File: src/design/slor_pkg.sv
package slor_pkg;
  localparam int          NUM_LANES    = 4;
  localparam int          IRQ_W        = 2 * NUM_LANES;
  localparam logic [11:0] OFF_OUT_STAT = 12'h004;
  localparam logic [11:0] OFF_RX_TX_OVERRIDE_ENABLE  = 12'h008;
  localparam logic [11:0] OFF_IRQ_STAT = 12'h400;
  localparam logic [11:0] OFF_IRQ_MASK = 12'h404;
  localparam int          LANE_LSB     = 8;
  localparam int          TX_TX_OVERRIDE_ENABLE_BIT  = 31;
  localparam int          BOOST_LSB    = 22;
  localparam int          KEEP_TX_LSB  = 3;
  localparam int          LOSS_BIT     = 2;
  localparam int          RX_TX_OVERRIDE_ENABLE_BIT  = 14;
  localparam int          FILT_LSB     = 12;
  localparam int          EQ_LSB       = 5;
  localparam int          ALIGN_BIT    = 3;
  localparam int          HALF_BIT     = 0;
  localparam logic [31:0] TX_RST       = 32'h0000_0000;
  localparam logic [31:0] TX_WMASK     = 32'hFFFF_FFF8;
  localparam logic [31:0] RX_RST       = 32'h0000_101E;
  localparam logic [31:0] RX_WMASK     = 32'h0000_7FFF;
  localparam logic [7:0]  HEAVY_TICKS  = 8'h80;

  typedef enum logic [1:0] {
    FILT_OFF   = 2'b00,
    FILT_RSV_A = 2'b01,
    FILT_RSV_B = 2'b10,
    FILT_HEAVY = 2'b11
  } slor_filt_t;

  typedef enum logic [2:0] {
    SEL_NONE = 3'h0,
    SEL_TX   = 3'h1,
    SEL_RX   = 3'h2,
    SEL_ISTA = 3'h3,
    SEL_IMSK = 3'h4
  } slor_sel_t;
endpackage

File: src/design/slor_lane_if.sv
`timescale 1ns/10ps
interface slor_lane_if;
  import slor_pkg::*;
  logic       tx_tx_override_enable_en;
  logic [3:0] boost_reg;
  logic       rx_tx_override_enable_en;
  slor_filt_t filt_reg;
  logic [2:0] eq_reg;
  logic       align_reg;
  logic       half_reg;
  logic [3:0] d_boost;
  slor_filt_t d_filt;
  logic [2:0] d_eq;
  logic       d_align;
  logic       d_half;
  logic [3:0] a_boost;
  slor_filt_t a_filt;
  logic [2:0] a_eq;
  logic       a_align;
  logic       a_half;

  modport regs (
    output tx_tx_override_enable_en, boost_reg, rx_tx_override_enable_en, filt_reg, eq_reg, align_reg, half_reg,
    output d_boost, d_filt, d_eq, d_align, d_half,
    input  a_boost, a_filt, a_eq, a_align, a_half
  );
  modport apply (
    input  tx_tx_override_enable_en, boost_reg, rx_tx_override_enable_en, filt_reg, eq_reg, align_reg, half_reg,
    input  d_boost, d_filt, d_eq, d_align, d_half,
    output a_boost, a_filt, a_eq, a_align, a_half
  );
endinterface

File: src/design/slor_lane_apply.sv
`timescale 1ns/10ps
module slor_lane_apply
  import slor_pkg::*;
(
  // Lane settings
  slor_lane_if.apply lif
);
  always_comb begin
    lif.a_boost = lif.tx_tx_override_enable_en ? lif.boost_reg : lif.d_boost;
  end

  always_comb begin
    if (lif.rx_tx_override_enable_en) begin
      lif.a_filt  = lif.filt_reg;
      lif.a_eq    = lif.eq_reg;
      lif.a_align = lif.align_reg;
      lif.a_half  = lif.half_reg;
    end else begin
      lif.a_filt  = lif.d_filt;
      lif.a_eq    = lif.d_eq;
      lif.a_align = lif.d_align;
      lif.a_half  = lif.d_half;
    end
  end
endmodule

File: src/design/slor_los_filter.sv
`timescale 1ns/10ps
module slor_los_filter
  import slor_pkg::*;
(
  // Clock and reset
  input  wire logic core_clk,
  input  wire logic rst,
  // Lane side
  input  wire logic presc_tick,
  input  wire logic no_signal,
  input  slor_filt_t filt_sel,
  output logic       signal_loss
);
  typedef struct packed {
    logic [7:0] ticks;
    logic       loss;
  } slor_flt_t;

  slor_flt_t s;
  slor_flt_t next_s;

  // The flag only moves on a prescaler tick, so it stays in step with it.
  always_comb begin
    next_s = s;
    if (presc_tick) begin
      if (!no_signal) begin
        next_s.ticks = 8'h00;
        next_s.loss  = 1'b0;
      end else if (filt_sel == FILT_HEAVY) begin
        if (s.ticks != HEAVY_TICKS) begin
          next_s.ticks = s.ticks + 8'h01;
        end
        next_s.loss = (s.ticks >= HEAVY_TICKS - 8'h01);
      end else begin
        next_s.ticks = 8'h00;
        next_s.loss  = 1'b1;
      end
    end
  end

  always_ff @(posedge core_clk) begin
    if (rst) begin
      s <= '0;
    end else begin
      s <= next_s;
    end
  end

  assign signal_loss = s.loss;
endmodule

File: src/design/slor_regs.sv
// Behaviour
// - Bit 31 selects register transmit fields over power-up defaults; resets clear.
// - Transmit boost field bits 25:22, reset zero, drives lane boost.
// - Loss-of-signal flag readable at bit 2, read only.
// - Bit 14 selects receive fields 13:0 over power-up defaults; resets clear.
// - Filter field 13:12: 00 off, 11 heavy, others reserved.
// - Heavy filter flags loss after 128 silent prescaler ticks.
// - Equalizer field bits 7:5, reset 000, drives lane equalizer level.
// - Bit 3 enables word alignment framer; resets to one.
// - Bit 0 drives half-rate control when receive override is on.
// - Default status fields flagged invalid while an override is active.
//
// Chosen here: register access over APB.
`timescale 1ns/10ps
module slor_regs
  import slor_pkg::*;
(
  // Clock and reset
  input  wire logic                            core_clk,
  input  wire logic                            rst,
  // APB slave
  input  wire logic                            psel,
  input  wire logic                            penable,
  input  wire logic                            pwrite,
  input  wire logic [11:0]                     paddr,
  input  wire logic [31:0]                     pwdata,
  output logic      [31:0]                     prdata,
  output logic                                 pready,
  output logic                                 pslverr,
  // Lane inputs
  input  wire logic                            presc_tick,
  input  wire logic [NUM_LANES-1:0]            lane_no_signal,
  input  wire logic [NUM_LANES-1:0][3:0]       dflt_tx_boost,
  input  wire logic [NUM_LANES-1:0][1:0]       dflt_filter_sel,
  input  wire logic [NUM_LANES-1:0][2:0]       dflt_rx_eq,
  input  wire logic [NUM_LANES-1:0]            dflt_align_en,
  input  wire logic [NUM_LANES-1:0]            dflt_half_rate,
  // Lane outputs
  output logic      [NUM_LANES-1:0][3:0]       lane_tx_boost,
  output logic      [NUM_LANES-1:0][1:0]       signal_loss_filter_sel,
  output logic      [NUM_LANES-1:0][2:0]       rx_equalizer_level,
  output logic      [NUM_LANES-1:0]            lane_align_en,
  output logic      [NUM_LANES-1:0]            lane_half_rate,
  output logic      [NUM_LANES-1:0]            signal_loss_flag,
  output logic      [NUM_LANES-1:0]            dflt_tx_valid,
  output logic      [NUM_LANES-1:0]            dflt_rx_valid,
  // Interrupt
  output logic                                 irq
);
  typedef struct packed {
    logic [NUM_LANES-1:0][31:0] tx;
    logic [NUM_LANES-1:0][31:0] rx;
    logic [31:0]                rdata;
    logic [IRQ_W-1:0]           irq_stat;
    logic [IRQ_W-1:0]           irq_mask;
    logic [NUM_LANES-1:0]       loss_q;
    logic [NUM_LANES-1:0][3:0]  boost;
    logic [NUM_LANES-1:0][1:0]  filt;
    logic [NUM_LANES-1:0][2:0]  eq;
    logic [NUM_LANES-1:0]       align;
    logic [NUM_LANES-1:0]       half;
    logic [NUM_LANES-1:0]       tx_ok;
    logic [NUM_LANES-1:0]       rx_ok;
  } slor_main_t;

  slor_main_t s;
  slor_main_t next_s;

  logic [NUM_LANES-1:0]      flt_loss;
  logic [NUM_LANES-1:0][3:0] a_boost;
  logic [NUM_LANES-1:0][1:0] a_filt;
  logic [NUM_LANES-1:0][2:0] a_eq;
  logic [NUM_LANES-1:0]      a_align;
  logic [NUM_LANES-1:0]      a_half;

  // Address decode, shared by the read and write phases.
  function automatic slor_sel_t decode(input logic [11:0] a);
    logic [11:0] off;
    off = {4'h0, a[7:0]};
    if (a == OFF_IRQ_STAT) begin
      decode = SEL_ISTA;
    end else if (a == OFF_IRQ_MASK) begin
      decode = SEL_IMSK;
    end else if (a[11:10] != 2'b00) begin
      decode = SEL_NONE;
    end else if (off == OFF_OUT_STAT) begin
      decode = SEL_TX;
    end else if (off == OFF_RX_TX_OVERRIDE_ENABLE) begin
      decode = SEL_RX;
    end else begin
      decode = SEL_NONE;
    end
  endfunction

  slor_lane_if lif[NUM_LANES] ();

  for (genvar g = 0; g < NUM_LANES; g++) begin : g_lane
    assign lif[g].tx_tx_override_enable_en = s.tx[g][TX_TX_OVERRIDE_ENABLE_BIT];
    assign lif[g].boost_reg  = s.tx[g][BOOST_LSB +: 4];
    assign lif[g].rx_tx_override_enable_en = s.rx[g][RX_TX_OVERRIDE_ENABLE_BIT];
    assign lif[g].filt_reg   = slor_filt_t'(s.rx[g][FILT_LSB +: 2]);
    assign lif[g].eq_reg     = s.rx[g][EQ_LSB +: 3];
    assign lif[g].align_reg  = s.rx[g][ALIGN_BIT];
    assign lif[g].half_reg   = s.rx[g][HALF_BIT];
    assign lif[g].d_boost    = dflt_tx_boost[g];
    assign lif[g].d_filt     = slor_filt_t'(dflt_filter_sel[g]);
    assign lif[g].d_eq       = dflt_rx_eq[g];
    assign lif[g].d_align    = dflt_align_en[g];
    assign lif[g].d_half     = dflt_half_rate[g];
    assign a_boost[g]        = lif[g].a_boost;
    assign a_filt[g]         = lif[g].a_filt;
    assign a_eq[g]           = lif[g].a_eq;
    assign a_align[g]        = lif[g].a_align;
    assign a_half[g]         = lif[g].a_half;

    slor_lane_apply i_slor_lane_apply (
      .lif (lif[g])
    );

    slor_los_filter i_slor_los_filter (
      .core_clk    (core_clk),
      .rst         (rst),
      .presc_tick  (presc_tick),
      .no_signal   (lane_no_signal[g]),
      .filt_sel    (lif[g].a_filt),
      .signal_loss (flt_loss[g])
    );
  end

  always_comb begin
    logic       setup;
    logic       wr;
    logic [1:0] lane;
    slor_sel_t  sel;
    logic [IRQ_W-1:0] clr;
    logic [IRQ_W-1:0] set;
    next_s = s;
    setup  = psel && !penable;
    wr     = psel && penable && pwrite;
    lane   = paddr[LANE_LSB +: 2];
    sel    = decode(paddr);
    clr    = '0;
    // Events: loss asserted in the low half, loss cleared in the high half.
    set    = {s.loss_q & ~flt_loss, flt_loss & ~s.loss_q};

    // Read data is loaded in the setup phase and shown in the access phase.
    if (setup) begin
      unique case (sel)
        SEL_TX: begin
          next_s.rdata = {s.tx[lane][31:KEEP_TX_LSB], s.loss_q[lane], 2'b00};
        end
        SEL_RX: begin
          next_s.rdata = s.rx[lane] & RX_WMASK;
        end
        SEL_ISTA: begin
          next_s.rdata = {{(32 - IRQ_W){1'b0}}, s.irq_stat};
        end
        SEL_IMSK: begin
          next_s.rdata = {{(32 - IRQ_W){1'b0}}, s.irq_mask};
        end
        SEL_NONE: begin
          next_s.rdata = 32'h0000_0000;
        end
        default: begin
          next_s.rdata = 32'h0000_0000;
        end
      endcase
    end

    if (wr) begin
      unique case (sel)
        SEL_TX: begin
          next_s.tx[lane] = pwdata & TX_WMASK;
        end
        SEL_RX: begin
          next_s.rx[lane] = pwdata & RX_WMASK;
        end
        SEL_ISTA: begin
          clr = pwdata[IRQ_W-1:0];
        end
        SEL_IMSK: begin
          next_s.irq_mask = pwdata[IRQ_W-1:0];
        end
        SEL_NONE: begin
          next_s.irq_mask = s.irq_mask;
        end
        default: begin
          next_s.irq_mask = s.irq_mask;
        end
      endcase
    end

    // A new event beats a clear in the same cycle.
    next_s.irq_stat = (s.irq_stat & ~clr) | set;
    next_s.loss_q   = flt_loss;

    next_s.boost = a_boost;
    next_s.filt  = a_filt;
    next_s.eq    = a_eq;
    next_s.align = a_align;
    next_s.half  = a_half;
    for (int i = 0; i < NUM_LANES; i++) begin
      next_s.tx_ok[i] = !next_s.tx[i][TX_TX_OVERRIDE_ENABLE_BIT];
      next_s.rx_ok[i] = !next_s.rx[i][RX_TX_OVERRIDE_ENABLE_BIT];
    end
  end

  always_ff @(posedge core_clk) begin
    if (rst) begin
      for (int i = 0; i < NUM_LANES; i++) begin
        s.tx[i] <= TX_RST;
        s.rx[i] <= RX_RST;
      end
      s.rdata    <= 32'h0000_0000;
      s.irq_stat <= '0;
      s.irq_mask <= '0;
      s.loss_q   <= '0;
      s.boost    <= '0;
      s.filt     <= '0;
      s.eq       <= '0;
      s.align    <= '0;
      s.half     <= '0;
      s.tx_ok    <= '1;
      s.rx_ok    <= '1;
    end else begin
      s <= next_s;
    end
  end

  assign prdata  = s.rdata;
  assign pready  = psel && penable;
  assign pslverr = psel && penable && (decode(paddr) == SEL_NONE);
  assign irq     = |(s.irq_stat & s.irq_mask);

  assign lane_tx_boost          = s.boost;
  assign signal_loss_filter_sel = s.filt;
  assign rx_equalizer_level     = s.eq;
  assign lane_align_en          = s.align;
  assign lane_half_rate         = s.half;
  assign signal_loss_flag       = s.loss_q;
  assign dflt_tx_valid          = s.tx_ok;
  assign dflt_rx_valid          = s.rx_ok;
endmodule

File: config.mk
export PLATFORM = sky130hd
export DESIGN_NAME = slor_regs
export DESIGN_NICKNAME = d
export VERILOG_FILES = /design/src/design/slor_pkg.sv /design/src/design/slor_lane_if.sv /design/src/design/slor_lane_apply.sv /design/src/design/slor_los_filter.sv /design/src/design/slor_regs.sv
export SDC_FILE = /design/constraint.sdc
export NUM_CORES = 1
export LEC_CHECK = 0
export BUFFER_PORTS_ARGS = -buffer_cell sky130_fd_sc_hd__buf_2
export CORE_MARGIN = 2
export CORE_UTILIZATION = 58
export DETAILED_ROUTE_END_ITERATION = 7
export GPL_ROUTABILITY_DRIVEN = 0
export GPL_TIMING_DRIVEN = 1
export PLACE_DENSITY = 0.8
export SYNTH_ARGS = -nofsm -noshare
export SYNTH_HDL_FRONTEND = slang
export SYNTH_SLANG_ARGS = --single-unit
File: constraint.sdc
create_clock -name core_clk -period 2.7 [get_ports core_clk]
set_input_delay 0.54 -clock core_clk [delete_from_list [all_inputs] [get_ports core_clk]]
set_output_delay 0.54 -clock core_clk [all_outputs]
set_load 0.1 [all_outputs]
# Word level (Yosys, flattened, before mapping)
# Cells that the tools add are included.
# totals
word_cells	159
reg_bits	396
output_inout_bits	91
in_bits	98
# classes
mux	53
n_lt_le_gt_ge	6
reduce_logical	24
n_addsub	4
n_bitwise	8
eq_ne	20
# op_table
op	count
bitwise mux 128 bit	2
2-to-1 mux 128 bit	2
2-to-1 mux 256 bit	1
binary-select mux 32 bit (select 2 bit)	2
case mux 32 bit (4 select lines)	1
2-to-1 mux 9 bit	8
demux 32 bit (select 2 bit)	1
2-to-1 mux 32 bit	2
2-to-1 mux 8 bit	6
adder 8 x 1 -> 8 bit, second input constant	4
>= comparator 8 x 7 -> 1 bit, second input constant	4
inequality test 8 bit, second input constant	4
== test 12 x 11 -> 1 bit, second input constant	2
2-to-1 mux 3 bit	6
bitwise AND 8 bit	2
2-to-1 mux 4 bit	4
2-to-1 mux 15 bit	1
2-to-1 mux 2 bit	7
AND reduction 2 bit	7
inequality test 3 bit, second input constant	4
logical NOT 1 bit	9
2-to-1 mux 1 bit	9
bitwise AND 4 bit	2
== test 2 bit, second input constant	4
15 further kinds	21

# Longest topological paths before layout
# depth
depth_word	12
ltp_mapped	8
depth_no_buf	6

# By module
# A second synthesis with hierarchy kept.
# hier_totals
hier_cells	1462
hier_area_um2	15273.4
# modules_own_cells
module	seq_area_each_um2	n_inst	cells_per_inst	area_per_inst_um2
slor_regs	5605.4	1	1154	12570.8
slor_los_filter	180.2	4	65	514.2
slor_lane_apply	0.0	4	12	161.4

# Worst setup path after synthesis
# Ideal clock, no wire load.
# synth_path
path_kind	input to output
start	in paddr[8]
end	out pslverr
path_stages	7
path_slack_ps	-157
required_time_ps	2160
arrival_ps	2317
path_buffers	3
path_cell_list	clkbuf_1 -> buf_2 -> nor3b_1 -> o31a_1 -> clkbuf_1 -> nand2_1 -> o21a_1
# synth_between
elab_chain_len	5
word_cells_on_any_way	6
classes_between	eq/ne (2); mux (2); reduce/logical (2)
# synth_rtl
element	line_no	source
start, declared	slor_regs.sv:25	input wire logic [11:0] paddr,
== test 12 x 11 -> 1 bit	slor_regs.sv:82	end else if (a == OFF_IRQ_MASK) begin
2-to-1 mux 3 bit	slor_regs.sv:82	
2-to-1 mux 3 bit *	slor_regs.sv:80	if (a == OFF_IRQ_STAT) begin
logical NOT 3 bit *	slor_regs.sv:232	assign pslverr = psel && penable && (decode(paddr) == SEL_NONE);
logical AND 1 bit *	slor_regs.sv:232	
end, declared	slor_regs.sv:29	output logic pslverr,
# Every way passes the cells marked *; elsewhere a longest branch is shown, timed or not.

# Worst setup path in the final report
# layout_path
start	in paddr[7]
end	out pslverr
# layout_between
elab_chain_len	8
word_cells_on_any_way	11
classes_between	eq/ne (4); mux (5); reduce/logical (2)
# layout_rtl
element	line_no	source
== test 8 x 4 -> 1 bit	slor_regs.sv:88	end else if (off == OFF_RX_TX_OVERRIDE_ENABLE) begin
2-to-1 mux 2 bit	slor_regs.sv:88	
2-to-1 mux 2 bit	slor_regs.sv:86	end else if (off == OFF_OUT_STAT) begin
2-to-1 mux 2 bit	slor_regs.sv:84	end else if (a[11:10] != 2'b00) begin
2-to-1 mux 3 bit	slor_regs.sv:82	
2-to-1 mux 3 bit *	slor_regs.sv:80	
logical NOT 3 bit *	slor_regs.sv:232	
logical AND 1 bit *	slor_regs.sv:232	
# Marked as above.

==> metrics.cfg <==
[timing]
rsz0062_at_grt=false
finalSetupTns_ns=0
hold_violations=0
worstMarginPinSlew_ns=0.8224
max_slew_margin_pct=43.76
fin_skew_ns=0.01653
period_share_pct=90.76
clock.fmax_mhz=408.1
timing.final.crit_period_ns=2.451
setup_violations=0
drv_slew=0

[layout]
layout-drive-gt1-share_pct=21.43
fillers=1966
fin_nets=1752
final_area_sq_um=16800
syn_to_final_growth_pct=12.28
antennaDiodeCount=0

[synthesis]
synth-seq-cells=316
yosysTopAreaCellShare_pct=42.28
syn-cell-area_sq_um=14960
synth_ff_type=dfxtp_1
syn-num-nets=1700
synth_cells=1594
async_reset_ff_share_pct=0
synth-edff-count=0
ys_types=59
synth_warnings=0
avgSynthCellArea_sq_um=9.386
synth_area_leaders=dfxtp_1, mux2i_1, nand2b_1
synth_largest_area_cell=dfxtp_1
synth_seq_area_share_pct=42.28

[detailed_routing]
viasPerCell=6.190
drc=0
routedWlPerCell_microns=19.33
antenna_left=0
drt-pass1-iter-count=5
first_iter_violations=1093
vias=12360
drt_wl_total_microns=38570

[worst_setup_path]
worstPathMaxFanout=5
cp-start-kind=input port
reg2reg_depth=6
cp.required_ns=2.16
cp-end-kind=output pin
arrival_ns=1.91
path_class=in2out

[floorplan]
dieHeight_microns=164.6
die-area_sq_um=27090
start_util_pct=59.24
fp.dieW_microns=164.6
core_area_sq_um=25250
fp-row-count=58
design.portCount=189

[cts]
root_buffer=clkbuf_16
clock_sinks=316
clock_path_buffers=3
cts_resized=0
clk_latency_ns=0.52
postCtsSetupRepairBufs=0
clk_pin_slew_ns=0.06
cts_made_buffers=35
cts_tree=built
cts_hold_buf=0
htreeDepth=2

[global_routing]
groute.usage.overall_pct=27.88
grt_overflow=0
grt_pass1_wl_microns=60800
grt_pass1_vias=11840
antenna_found_initial=1
grt_max_degree=98

[power]
p_leak_nw=6.445
peakVddDrop_uv=455.0
p_per_area_nw_per_um2=619.1

[placed_design]
dp_hpwl_microns=25860
place_area_sq_um=15650
io_buffer_count=188

[run]
cap_violations=0

[worst_hold_path]
hold_class=in2reg
whs_path_depth=3

[outcome]
outcome=finished, final reports clean

cell usage after synthesis (36+ instances only):
cell / instances
clkbuf_1: 99
buf_4: 91
o21ai_0: 100
nor2_1: 90
dfxtp_1: 316
nand2b_1: 115
mux2i_1: 161
nand3_1: 36
a21oi_1: 133
nand4_1: 55
nand4b_1: 40
nand2_1: 53
path summary, 6_finish.rpt:
check | start | end | slack, ns
min reg2reg | prdata[3] | prdata[3] | 0.45
min | dflt_rx_eq[2] | rx_equalizer_level[2] | 0.26
max | paddr[7] | pslverr | 0.25
max reg2reg | g_lane[2].i_slor_los_filter.s[1] | g_lane[2].i_slor_los_filter.s[3] | 0.39
layer usage:
| layer | vias up | global-route usage (%) | wire length, microns |
|---|---|---|---|
| met5 | - | 0 | 7 |
| met4 | 2 | 9.684 | 1067 |
| met3 | 99 | 4.797 | 2831 |
| met2 | 540 | 46.56 | 18510 |
| met1 | 6015 | 36.59 | 16160 |
| li1 | 5699 | - | - |
worst max-delay path, stage by stage:
cell and delay, ns:
buf_2 0.10, or4_4 0.53, buf_4 0.18, nor2_1 0.12
nand2_1 0.07, o21a_2 0.21, buf_12 0.16
power by group:
group	internal [mW]	total, mW	switching (mW)
Sequential	4.71	4.74	0.0267
Combinational	0.248	0.895	0.648
Clock	2.86	4.76	1.90
area by class of cell:
class	count	area [sq um]	share of cell area [%]
clock inverters	13	165.2	0.9832
well taps	330	412.9	2.458
repair buffers	241	1493	8.886
clock buffers	44	980.9	5.840
multi-input cells	1028	7330	43.63
flip-flops and latches	316	6326	37.66
inverters	24	90.09	0.5363
cells in the final DEF (no fill, tap or decap), types with 12 or more instances in the layout:
master | Yosys | final
nor2_1 | 90 | 90
nand4b_1 | 40 | 40
xor2_1 | 13 | 13
buf_2 | 23 | 184
mux2i_1 | 161 | 161
nand2b_1 | 115 | 115
o21ai_0 | 100 | 100
clkbuf_16 | 0 | 36
mux4_2 | 29 | 29
nor2b_1 | 12 | 12
mux2_2 | 13 | 13
nand3_1 | 36 | 36
inv_1 | 24 | 24
buf_4 | 91 | 45
nand2_1 | 53 | 53
nand4_1 | 55 | 55
o22ai_1 | 14 | 14
dfxtp_1 | 316 | 316
nor3_1 | 15 | 15
a21oi_1 | 133 | 133
cells by family (layout without fill, tap and decap cells):
logic type / after synthesis / count (layout) / synth area share (%)
AOI/OAI and AO/OA: 326 / 326 / 12.60
xor gates and xnor gates: 23 / 23 / 1.346
adders and majority gates: 8 / 8 / 0.6691
buffers and inverters: 250 / 322 / 8.899
DFF: 316 / 316 / 42.28
muxes: 203 / 203 / 16.12
and+or+nand+nor: 468 / 468 / 18.08
per-stage QoR:
stage | hold slack [ns] | power [mW] | utilization, % | setup slack [ns] | instances
floorplan | 0.4263 | 5.512 | - | 0.1153 | 1594
CTS | 0.2474 | 10.43 | 66.51 | 0.2425 | 1996
global route | 0.2582 | 10.68 | 66.51 | 0.06197 | 1996
finish | 0.2563 | 10.40 | 66.51 | 0.2495 | 1996
global placement | 0.4315 | 5.719 | 61.97 | 0.1832 | 1939
detailed placement | 0.4396 | 5.728 | 61.97 | 0.1319 | 1939
No activity file was read; power rests on OpenSTA's default activity.
